[src/rtl/mppm_pkg.sv]
// constants and types for the memory and logic-array power manager
package mppm_pkg;
   // power mode register first: bit positions
   localparam int unsigned FULL_SPEED_OFF_BIT = 3;
   localparam int unsigned CLK_BLOCK_AND_BIT = 4;
   localparam int unsigned CLK_BLOCK_MCELL_BIT = 5;
   // power mode register third: bit positions for input blocking
   localparam int unsigned BLK_ADDR_BIT = 0;
   localparam int unsigned BLK_CNTL0_BIT = 2;
   localparam int unsigned BLK_CNTL1_BIT = 3;
   localparam int unsigned BLK_CNTL2_BIT = 4;
   localparam int unsigned BLK_STROBE_BIT = 5;
   localparam int unsigned BLK_DBE_BIT = 6;
   // reset values of the two mode registers
   localparam logic [7:0] PMR_FIRST_RESET = 8'h00;
   localparam logic [7:0] PMR_THIRD_RESET = 8'h00;
   // idle counter: four bits, power-down after fifteen idle clock periods
   localparam logic [3:0] IDLE_LIMIT = 4'hF;
   localparam logic [3:0] IDLE_ZERO = 4'h0;
   localparam logic [3:0] IDLE_ONE = 4'h1;
   // auto power-down states
   typedef enum logic [0:0] {
      MPPM_RUN = 1'b0,
      MPPM_DOWN = 1'b1
   } mppm_state_t;
endpackage

[src/rtl/mppm_power_manager.sv]
// power manager for flash, sram and logic arrays of a host-bus peripheral
//
// Summary of operation
// - memories idle to standby on steady inputs
// - enabled unit watches strobe, powers down idle
// - power-down holds host address and data, deselects memories
// - unblocked toggling inputs keep arrays active
// - chip select low active; high disables memories
// - chip select deselect only idles the memories
// - host writes blocking bits gating array inputs
// - image blocks unused address or control inputs
// - full-speed bit resets on; set turns off
// - speed off: arrays standby on steady inputs
// - clock pin drives macrocells and idle counter
// - strobe pin is the monitored address strobe
// - fifteen idle clock periods raise power-down flag
// - strobe, chip select falling edge, reset exit power-down
// - full-speed control lives at bit three
// - bits four, five block clock to arrays
`timescale 1ns/1ps
module mppm_power_manager (
   // clock and reset
   input wire logic ref_clk,
   input wire logic rst_b,
   input wire logic reset_in,
   // dedicated pins, asynchronous
   input wire logic strobe_pin,
   input wire logic logic_clock_in,
   input wire logic chip_sel_b_pin,
   input wire logic data_bus_enable_in,
   // configuration image
   input wire logic cfg_strobe_dedicated,
   input wire logic cfg_clock_dedicated,
   input wire logic cfg_cs_dedicated,
   input wire logic cfg_addr_used,
   input wire logic cfg_ctrl_used,
   input wire logic auto_pd_enable,
   // host register writes, same clock
   input wire logic pmr_first_we,
   input wire logic pmr_third_we,
   input wire logic [7:0] pmr_wdata,
   // host bus, same clock
   input wire logic [7:0] low_address_byte,
   input wire logic [7:0] host_data,
   input wire logic [2:0] host_control_inputs,
   // memory side
   output logic [7:0] mem_address,
   output logic [7:0] mem_data,
   output logic mem_select,
   output logic mem_standby,
   output logic io_block_enable,
   // logic-array side
   output logic [7:0] array_address,
   output logic [7:0] array_data,
   output logic [2:0] array_control,
   output logic array_strobe,
   output logic array_dbe,
   output logic array_clk_and,
   output logic array_clk_mcell,
   output logic array_standby,
   output logic array_full_speed,
   // status
   output logic power_down_flag,
   output logic [7:0] power_mode_reg_first,
   output logic [7:0] power_mode_reg_third
);
   // synchronisers: stage one is read only by stage two
   logic [3:0] sync_a;
   logic [3:0] sync_b;
   logic [3:0] pins_in;
   logic strobe_prev; // last strobe sample for edge detect
   logic clk_prev; // last clock-pin sample
   logic cs_prev; // last chip select sample, same reset as its synchroniser so no false edge
   assign pins_in = {data_bus_enable_in, chip_sel_b_pin, logic_clock_in, strobe_pin};
   always_ff @(posedge ref_clk or negedge rst_b) begin
      if (!rst_b) begin
         sync_a <= 4'h0;
         sync_b <= 4'h0;
         strobe_prev <= 1'b0;
         clk_prev <= 1'b0;
         cs_prev <= 1'b0;
      end else begin
         sync_a <= pins_in;
         sync_b <= sync_a;
         strobe_prev <= sync_b[0];
         clk_prev <= sync_b[1];
         cs_prev <= sync_b[2];
      end
   end
   // decoded pin functions
   logic strobe_s, clk_s, cs_b_s, dbe_s, strobe_edge, clk_rise, cs_active, cs_fall;
   assign strobe_s = cfg_strobe_dedicated & sync_b[0];
   assign clk_s = cfg_clock_dedicated & sync_b[1];
   assign cs_b_s = sync_b[2];
   assign dbe_s = sync_b[3];
   assign strobe_edge = cfg_strobe_dedicated & (sync_b[0] ^ strobe_prev);
   // clock-pin period counted on its rising edge; blocking bits not involved
   assign clk_rise = cfg_clock_dedicated & sync_b[1] & ~clk_prev;
   // unused chip select reads as selected
   assign cs_active = ~cfg_cs_dedicated | ~cs_b_s;
   // wake on the falling edge only: a chip select held low would keep the idle counter cleared
   assign cs_fall = cfg_cs_dedicated & cs_prev & ~cs_b_s;

   // power mode registers, host-writable at run time
   logic [7:0] next_pmr_first, next_pmr_third;
   always_comb begin
      next_pmr_first = power_mode_reg_first;
      next_pmr_third = power_mode_reg_third;
      if (pmr_first_we) next_pmr_first = pmr_wdata;
      if (pmr_third_we) next_pmr_third = pmr_wdata;
   end
   always_ff @(posedge ref_clk or negedge rst_b) begin
      if (!rst_b) begin
         power_mode_reg_first <= mppm_pkg::PMR_FIRST_RESET; // full speed on
         power_mode_reg_third <= mppm_pkg::PMR_THIRD_RESET;
      end else begin
         power_mode_reg_first <= next_pmr_first;
         power_mode_reg_third <= next_pmr_third;
      end
   end

   // auto power-down unit: idle counter and state
   mppm_pkg::mppm_state_t state, next_state;
   logic [3:0] idle_cnt, next_idle_cnt;
   logic wake;
   // wake on strobe activity, chip select falling edge, or reset input high
   assign wake = strobe_edge | cs_fall | reset_in;
   always_comb begin
      next_state = state;
      next_idle_cnt = idle_cnt;
      case (state)
         mppm_pkg::MPPM_RUN: begin
            if (!auto_pd_enable || strobe_edge) begin
               next_idle_cnt = mppm_pkg::IDLE_ZERO;
            end else if (clk_rise) begin
               if (idle_cnt == mppm_pkg::IDLE_LIMIT - mppm_pkg::IDLE_ONE) begin
                  // fifteenth idle period: enter power-down
                  next_idle_cnt = mppm_pkg::IDLE_LIMIT;
                  next_state = mppm_pkg::MPPM_DOWN;
               end else begin
                  next_idle_cnt = idle_cnt + mppm_pkg::IDLE_ONE;
               end
            end
            // a wake condition the same cycle keeps the unit running
            if (wake) begin
               next_state = mppm_pkg::MPPM_RUN;
               if (!strobe_edge) next_idle_cnt = mppm_pkg::IDLE_ZERO;
            end
         end
         mppm_pkg::MPPM_DOWN: begin
            if (wake || !auto_pd_enable) begin
               next_state = mppm_pkg::MPPM_RUN;
               next_idle_cnt = mppm_pkg::IDLE_ZERO;
            end
         end
         default: begin
            next_state = mppm_pkg::MPPM_RUN;
            next_idle_cnt = mppm_pkg::IDLE_ZERO;
         end
      endcase
   end
   always_ff @(posedge ref_clk or negedge rst_b) begin
      if (!rst_b) begin
         state <= mppm_pkg::MPPM_RUN;
         idle_cnt <= mppm_pkg::IDLE_ZERO;
      end else begin
         state <= next_state;
         idle_cnt <= next_idle_cnt;
      end
   end

   // gating of memory and array paths
   logic pd, blk_addr, blk_cntl0, blk_cntl1, blk_cntl2, blk_strobe, blk_dbe;
   logic speed_off, blk_clk_and, blk_clk_mcell;
   assign pd = (next_state == mppm_pkg::MPPM_DOWN);
   // image blocks unused inputs; host bits block further
   assign blk_addr = ~cfg_addr_used | power_mode_reg_third[mppm_pkg::BLK_ADDR_BIT];
   assign blk_cntl0 = ~cfg_ctrl_used | power_mode_reg_third[mppm_pkg::BLK_CNTL0_BIT];
   assign blk_cntl1 = ~cfg_ctrl_used | power_mode_reg_third[mppm_pkg::BLK_CNTL1_BIT];
   assign blk_cntl2 = ~cfg_ctrl_used | power_mode_reg_third[mppm_pkg::BLK_CNTL2_BIT];
   assign blk_strobe = ~cfg_ctrl_used | power_mode_reg_third[mppm_pkg::BLK_STROBE_BIT];
   assign blk_dbe = ~cfg_ctrl_used | power_mode_reg_third[mppm_pkg::BLK_DBE_BIT];
   assign speed_off = power_mode_reg_first[mppm_pkg::FULL_SPEED_OFF_BIT];
   assign blk_clk_and = power_mode_reg_first[mppm_pkg::CLK_BLOCK_AND_BIT];
   assign blk_clk_mcell = power_mode_reg_first[mppm_pkg::CLK_BLOCK_MCELL_BIT];

   // held array inputs, to see whether any of them changes
   logic [22:0] next_array_vec, array_vec;
   logic next_mem_select;
   always_comb begin
      next_array_vec[7:0] = (pd | blk_addr) ? array_address : low_address_byte;
      next_array_vec[15:8] = pd ? array_data : host_data;
      next_array_vec[16] = blk_cntl0 ? array_control[0] : host_control_inputs[0];
      next_array_vec[17] = blk_cntl1 ? array_control[1] : host_control_inputs[1];
      next_array_vec[18] = blk_cntl2 ? array_control[2] : host_control_inputs[2];
      next_array_vec[19] = blk_strobe ? array_strobe : strobe_s;
      next_array_vec[20] = blk_dbe ? array_dbe : dbe_s;
      next_array_vec[21] = blk_clk_and ? array_clk_and : clk_s;
      next_array_vec[22] = blk_clk_mcell ? array_clk_mcell : clk_s;
      // chip select only idles memories, arrays untouched
      next_mem_select = cs_active & ~pd;
   end
   assign array_vec = {array_clk_mcell, array_clk_and, array_dbe, array_strobe, array_control,
                       array_data, array_address};
   always_ff @(posedge ref_clk or negedge rst_b) begin
      if (!rst_b) begin
         mem_address <= 8'h00;
         mem_data <= 8'h00;
         mem_select <= 1'b0;
         mem_standby <= 1'b1;
         io_block_enable <= 1'b0;
         {array_clk_mcell, array_clk_and, array_dbe, array_strobe, array_control,
          array_data, array_address} <= 23'h00_0000;
         array_standby <= 1'b1;
         array_full_speed <= 1'b1;
         power_down_flag <= 1'b0;
      end else begin
         // memories latch only changed, selected inputs; else standby
         if (next_mem_select) begin
            mem_address <= low_address_byte;
            mem_data <= host_data;
         end
         mem_select <= next_mem_select;
         mem_standby <= ~next_mem_select |
                        ((low_address_byte == mem_address) & (host_data == mem_data));
         io_block_enable <= next_mem_select;
         {array_clk_mcell, array_clk_and, array_dbe, array_strobe, array_control,
          array_data, array_address} <= next_array_vec;
         // unblocked changing inputs keep arrays awake; in power-down only control, strobe, dbe and clock inputs, as address and data are held
         array_standby <= speed_off & (next_array_vec == array_vec);
         array_full_speed <= ~speed_off;
         power_down_flag <= pd;
      end
   end

   // checks
   flag_follows_state_a: assert property (@(posedge ref_clk) disable iff (!rst_b)
      1'b1 |=> power_down_flag == (state == mppm_pkg::MPPM_DOWN))
      else $error("power-down flag differs from state");
   cs_deselect_mem_a: assert property (@(posedge ref_clk) disable iff (!rst_b)
      (cfg_cs_dedicated && cs_b_s) |=> !mem_select && mem_standby)
      else $error("memory selected while chip select high");
   pd_blocks_mem_a: assert property (@(posedge ref_clk) disable iff (!rst_b)
      (state == mppm_pkg::MPPM_DOWN) |-> !mem_select)
      else $error("memory selected during power-down");
   full_speed_bit_a: assert property (@(posedge ref_clk) disable iff (!rst_b)
      $rose(speed_off) |=> !array_full_speed)
      else $error("full speed stays on after bit set");
   speed_on_awake_a: assert property (@(posedge ref_clk) disable iff (!rst_b)
      !speed_off |=> !array_standby)
      else $error("arrays in standby at full speed");
   edge_clears_cnt_a: assert property (@(posedge ref_clk) disable iff (!rst_b)
      (strobe_edge || !auto_pd_enable) |=> idle_cnt == mppm_pkg::IDLE_ZERO)
      else $error("idle counter not cleared");
   wake_exits_pd_a: assert property (@(posedge ref_clk) disable iff (!rst_b)
      (state == mppm_pkg::MPPM_DOWN && reset_in) |=> state == mppm_pkg::MPPM_RUN)
      else $error("reset input did not end power-down");
   cs_fall_wakes_a: assert property (@(posedge ref_clk) disable iff (!rst_b)
      (state == mppm_pkg::MPPM_DOWN && cs_fall) |=> state == mppm_pkg::MPPM_RUN)
      else $error("chip select edge did not end power-down");
   pd_needs_count_a: assert property (@(posedge ref_clk) disable iff (!rst_b)
      $rose(state == mppm_pkg::MPPM_DOWN) |->
         $past(idle_cnt) == (mppm_pkg::IDLE_LIMIT - mppm_pkg::IDLE_ONE) && $past(clk_rise))
      else $error("power-down without fifteen idle periods");
   clk_block_and_a: assert property (@(posedge ref_clk) disable iff (!rst_b)
      (blk_clk_and && $past(blk_clk_and)) |-> $stable(array_clk_and))
      else $error("blocked clock reached and array");
endmodule

[config.mk]
export PLATFORM = sky130hd
export DESIGN_NAME = mppm_power_manager
export DESIGN_NICKNAME = d
export VERILOG_FILES = /design/src/rtl/mppm_pkg.sv /design/src/rtl/mppm_power_manager.sv
export SDC_FILE = /design/constraint.sdc
export NUM_CORES = 1
export LEC_CHECK = 0
export BUFFER_PORTS_ARGS = -buffer_cell sky130_fd_sc_hd__buf_4
export CORE_MARGIN = 3
export CORE_UTILIZATION = 34
export CTS_CLUSTER_DIAMETER = 60
export DETAILED_ROUTE_END_ITERATION = 16
export GPL_ROUTABILITY_DRIVEN = 0
export PLACE_DENSITY_LB_ADDON = 0.25
export SETUP_SLACK_MARGIN = 0.4
export SLEW_MARGIN = 20
export SYNTH_ARGS = -nofsm -noshare
export SYNTH_HDL_FRONTEND = slang
export SYNTH_SLANG_ARGS = --single-unit
[constraint.sdc]
create_clock -name ref_clk -period 2.1 [get_ports ref_clk]
set_input_delay 0 -clock ref_clk [delete_from_list [all_inputs] [get_ports ref_clk]]
set_output_delay 0 -clock ref_clk [all_outputs]
set_load 0.01 [all_outputs]
# Yosys cells after proc, flatten, opt, wreduce, memory -nomap -nowiden
# Cells that the tools add are included.
# op_classes
n_addsub	1
reduce_logical	3
eq_ne	5
mux	22
bitwise	30
# op_table
operator	count
2-to-1 mux 4 bit	6
== test 23 bit	1
== test 8 bit	2
2-to-1 mux 8 bit	2
2-to-1 mux 1 bit	12
OR 1 bit	11
AND 1 bit	9
inverter 1 bit	9
one-hot mux 4 bit (2 select lines)	1
adder 4 x 1 -> 4 bit, second input constant	1
== test 4 bit, second input constant	1
logical OR 1 bit	2
!= test 2 x 1 -> 1 bit, second input constant	1
one-hot mux 1 bit (2 select lines)	1
zero test 1 bit	1
bitwise XOR 1 bit	1
# word_totals
inputBits	42
regBits	75
word_cells	83
out_inout_bits	61

# Logic depth before layout (Yosys ltp)
# logic_depth
ltp_word	11
mapped_depth	10
ltp_nobuf	8

# Worst setup path after synthesis
# OpenSTA, ideal clock, no wires.
# synth_path
kind	register to register
startpoint	register sync_b[0]
endpoint	register mem_address[0]
arrival_time_ns	1.737
path_buffers	2
synth_period_minus_slack_ns	1.862
setup_time_ns	0.125
slack_ns	0.238
path_stages_with_launch	8
required_time_ns	1.975
path_cell_list	dfrtp_1 xor2_1 a2111oi_2 o21a_1 a21o_1 buf_6 buf_12 mux2_4
# synth_via
elab_chain_cells	9
elab_cells_between_ends	12
cone_classes	4 x mux; 6 x bitwise; 2 x reduce/logical
# synth_lines
element	line_no	text
from (decl)	mppm_power_manager.sv:69	logic [3:0] sync_b;
from (signal assigned)	mppm_power_manager.sv:84	sync_b <= sync_a;
bitwise XOR 1 bit (*)	mppm_power_manager.sv:96	assign strobe_edge = cfg_strobe_dedicated & (sync_b[0] ^ strobe_prev);
AND 1 bit (*)	mppm_power_manager.sv:96	
OR 1 bit (2 in series)	mppm_power_manager.sv:127	assign wake = strobe_edge | cs_fall | reset_in;
logical OR 1 bit	mppm_power_manager.sv:151	if (wake || !auto_pd_enable) begin
2-to-1 mux 1 bit	mppm_power_manager.sv:151	
one-hot mux 1 bit (2 select lines) (*)	mppm_power_manager.sv:131	case (state)
inverter 1 bit (*)	mppm_power_manager.sv:201	next_mem_select = cs_active & ~pd;
AND 1 bit (*)	mppm_power_manager.sv:201	
to (signal assigned)	mppm_power_manager.sv:220	mem_address <= low_address_byte;
to (decl)	mppm_power_manager.sv:47	output logic [7:0] mem_address,
# Mark *: on every way between the ends. The rest lies on a longest branch, timed or not.
# A chain may end at the register's enable or synchronous reset.

# Worst setup path in the final report
# layout_path
startpoint	register strobe_prev
endpoint	register array_address[0]
# layout_via
elab_chain_cells	9
elab_cells_between_ends	12
cone_classes	5 x mux; 5 x bitwise; 2 x reduce/logical
# layout_lines
element	line_no	text
from (decl)	mppm_power_manager.sv:71	logic strobe_prev;
from (signal assigned)	mppm_power_manager.sv:85	strobe_prev <= sync_b[0];
bitwise XOR 1 bit (*)	mppm_power_manager.sv:96	
AND 1 bit (*)	mppm_power_manager.sv:96	
OR 1 bit (2 in series)	mppm_power_manager.sv:127	
logical OR 1 bit	mppm_power_manager.sv:151	
2-to-1 mux 1 bit	mppm_power_manager.sv:151	
one-hot mux 1 bit (2 select lines) (*)	mppm_power_manager.sv:131	
OR 1 bit (*)	mppm_power_manager.sv:191	next_array_vec[7:0] = (pd | blk_addr) ? array_address : low_address_byte;
2-to-1 mux 8 bit (*)	mppm_power_manager.sv:191	
named net next_array_vec[0]	mppm_power_manager.sv:188	logic [22:0] next_array_vec, array_vec;
to (signal assigned)	mppm_power_manager.sv:228	array_data, array_address} <= next_array_vec;
to (decl)	mppm_power_manager.sv:53	output logic [7:0] array_address,
# The timed path passes the listed nets; every way through them passes the cells marked *.

==> flow_summary.ini <==
[status]
violations = hold timing
status = finished with violations

[synth]
synthAdderAreaFrac_pct = 0.7628
synth-seq-cells = 75
synth-seq-area-share_pct = 57.32
syn_area_um2 = 3281
synth_cell_types = 36
syn_area_per_cell_um2 = 13.90
syn_nets = 280
synth_compound_area_share_pct = 4.157
synth.top_cell.area_share_pct = 54.92
synthSimpleGateAreaFrac_pct = 6.178
synth_xor_xnor_area_share_pct = 10.14
synth_top_family_by_area = multiplexers
syn_inst = 236
synth_area_leaders = dfrtp_1 (55%), mux2_2 (14%), xor2_1 (7.5%)
synth_top_area_cell = dfrtp_1
synthMuxAreaShare_pct = 18.84
yosys_warnings = 0

[power]
combPwrFrac_pct = 21.3
swShare_pct = 26.83
power.density_nw_per_um2 = 716.8
pwr-share-clk_pct = 30.5
internal-power_mw = 2.566
seq_power_share_pct = 48.2
net-switching-power_uw = 941.1
power.leakage_nw = 2.213
ir_drop_mv = 0.3497

[detailed_routing]
firstDrtPassIters = 4
via_per_inst = 4.511
routed_wl_mm = 7.973
ant_nets = 0
drtIter0Drc = 54
wire_per_inst_um = 15.22
vias = 2364
drcViolationCount = 0

[clock_network]
cts_sinks = 75
cts_buffers = 9
tritoncts = yes
ctsRootBufferMaster = clkbuf_8
cts.path.max_buffers = 2
htree_levels = 3
clkSlewWorstSetupHoldPaths_ps = 80
clk_latency_ps = 340

[setup_path]
slowest_stage = dfrtp_1
crit_family = compound AO/OA/AOI/OAI gates
crit_arrival_ps = 2140
reg2reg_from = strobe_prev
path_class = register to register
path_depth = 7
critPathCaptureType = register
r2r_cells = 7
critPathMaxStageDelay_ps = 390
cp_max_fo = 8
crit_chain = xor2_1 -> a2111oi_4 -> o21a_1 -> buf_4 -> nand2b_4 -> buf_12 -> mux2_2
reg2reg_to = array_address[0]
r2r_setup_slack_ps = 180
cp.buffers_inverters = 2
cp.required_ps = 2320
startpoint_type = register

[timing]
tns_ps = 0
finalCritPeriodShare_pct = 91.28
setup_slack_ps = 183.0
finalSetupViolCount = 0
finClkSkew_ps = 11.45
max_slew_margin_pct = 59.09
tightest_slew_ps = 613.6
rsz0062_at_grt = true
hold_viol_final = 1
fmax_ghz = 0.5217
min_period_ps = 1917
hold_slack_ps = -39.76
drv_slew = 0

[die]
die_y_um = 104.2
core_area_um2 = 9328
fp.dieW_um = 104.2
rows = 35
die_area_um2 = 10860
start_util_pct = 35.17
io_pins = 103

[final_layout]
multi_input_area_um2 = 1365
fin_area_um2 = 4893
drive_gt1_share_pct = 48.10
nets = 434
fin_util_pct = 52.46
n_fill_cell = 823
num_antenna_cells = 0
regArea_um2 = 1881
synthToLayoutAreaGrowth_pct = 49.16

[grt]
antenna_found_initial = 0
busiest_layer = met2
track_usage_pct = 15.42
grtUsageMet3_pct = 2.980
grt_pass1_wl_mm = 13.19
first_global_vias = 2558
use_met2_pct = 25.81
grt_max_degree = 47
grt_use_met1_pct = 19.89
grt_overflow_total = 0

[min_path]
holdPathEnd = power_mode_reg_first[3]
worstHoldPathCells = 2
hold_path.startpoint = pmr_first_we
hold_path_class = input port to register

[placement]
post-place-ws_ps = 134.1
hpwl_mm = 5.642
numPortBuffers = 102
dpl_cell_area_um2 = 4224

[run]
maxCapViolations = 0
synth_stat cells, drive strengths merged:
library cell,count
a21o,1
clkbuf,2
a2111o,1
o31ai,1
nand2b,5
inv,7
a21oi,2
and3b,1
and4b,1
o21ai,7
nor4,7
o21a,1
mux2i,1
a211oi,2
nand3,1
a2111oi,1
nor2,2
dfrtp,72
o22ai,1
nor3b,3
xor2,28
dfstp,3
nand2,6
buf,5
ha,2
nor2b,1
nor3,4
mux2,51
nand4,4
xnor2,10
o221ai,1
a31oi,2
how the worst max path moves through the flow:
stage	startpoint	to	slack (ps)
2_1_floorplan	sync_b[2]	mem_address[0]	280
3_3_place_gp	sync_b[2]	array_address[1]	210
3_5_place_dp	idle_cnt[0]	mem_data[7]	130
4_1_cts	strobe_prev	array_address[0]	160
5_1_grt	idle_cnt[0]	array_address[0]	80
6_report	strobe_prev	array_address[0]	180
flip-flops by register name (all words and copies together) (netlist names), 3 cells and up:
name	count
sync_a	4
array_address	8
idle_cnt	4
array_data	8
power_mode_reg_first	8
mem_address	8
array_control	3
mem_data	8
power_mode_reg_third	8
sync_b	4
worst register-to-register path: stages (launching register included):
cell and delay, ps:
dfrtp_1 390, xor2_1 210, a2111oi_4 330, o21a_1 190
buf_4 110, nand2b_4 120, buf_12 130, mux2_2 330
logic make-up (layout without fill, tap and decap cells):
| family | count (synthesis) | count (layout) |
|---|---|---|
| flops | 75 | 75 |
| mux | 52 | 52 |
| xor+xnor | 38 | 38 |
| simple gates | 35 | 35 |
| compound gates | 20 | 20 |
| buf+inv | 14 | 173 |
| fa+ha+maj | 2 | 2 |
final cells by class:
type	count	area share, %
flip-flops and latches	75	38.43
multi-input cells	147	27.90
repair buffers	150	26.03
well taps	129	3.298
clock buffers	11	2.685
clock inverters	5	1.125
inverters	7	0.5369
power by group through the flow:
stage          sequential [mW]  clock, mW  combinational, mW
2_1_floorplan             1.76          0              0.267
3_3_place_gp              1.72          0              0.677
3_5_place_dp              1.72          0              0.684
4_1_cts                   1.69       1.10              0.756
5_1_grt                   1.71       1.17              0.815
6_report                  1.69       1.07              0.748
stage by stage:
stage / instances / hold slack (ps) / power [mW]
floorplan: 236 / -295.6 / 2.024
global placement: 465 / 51.70 / 2.394
detailed placement: 465 / 52.15 / 2.405
CTS: 522 / 6.243 / 3.550
global route: 524 / 2.515 / 3.703
finish: 524 / -39.76 / 3.508
cell usage in the layout, fill, tap and decap left out, types with 9 or more instances in the layout:
master           n
xor2_1          28
dlygate4sd3_1   36
dfrtp_1         72
mux2_2          42
mux2_4           9
xnor2_1         10
buf_4          110
clkbuf_8         9
layer usage:
layer	routed length, um	up-vias	part of all wire (%)
met2	4068	52	51
met5	0	-	0
met3	236	9	3.0
li1	-	1139	-
met4	123	0	1.5
met1	3545	1164	44
repair_timing:
action,in CTS,in global routing
gates resized for setup,4,6
setup buffers,3,3
setup endpoints to repair,33,37
cloned,1,0
endpoints found under the hold margin,104,0
pin swaps,1,0
hold buffers,37,0
Note: power is estimated with default switching activity, not from simulation.
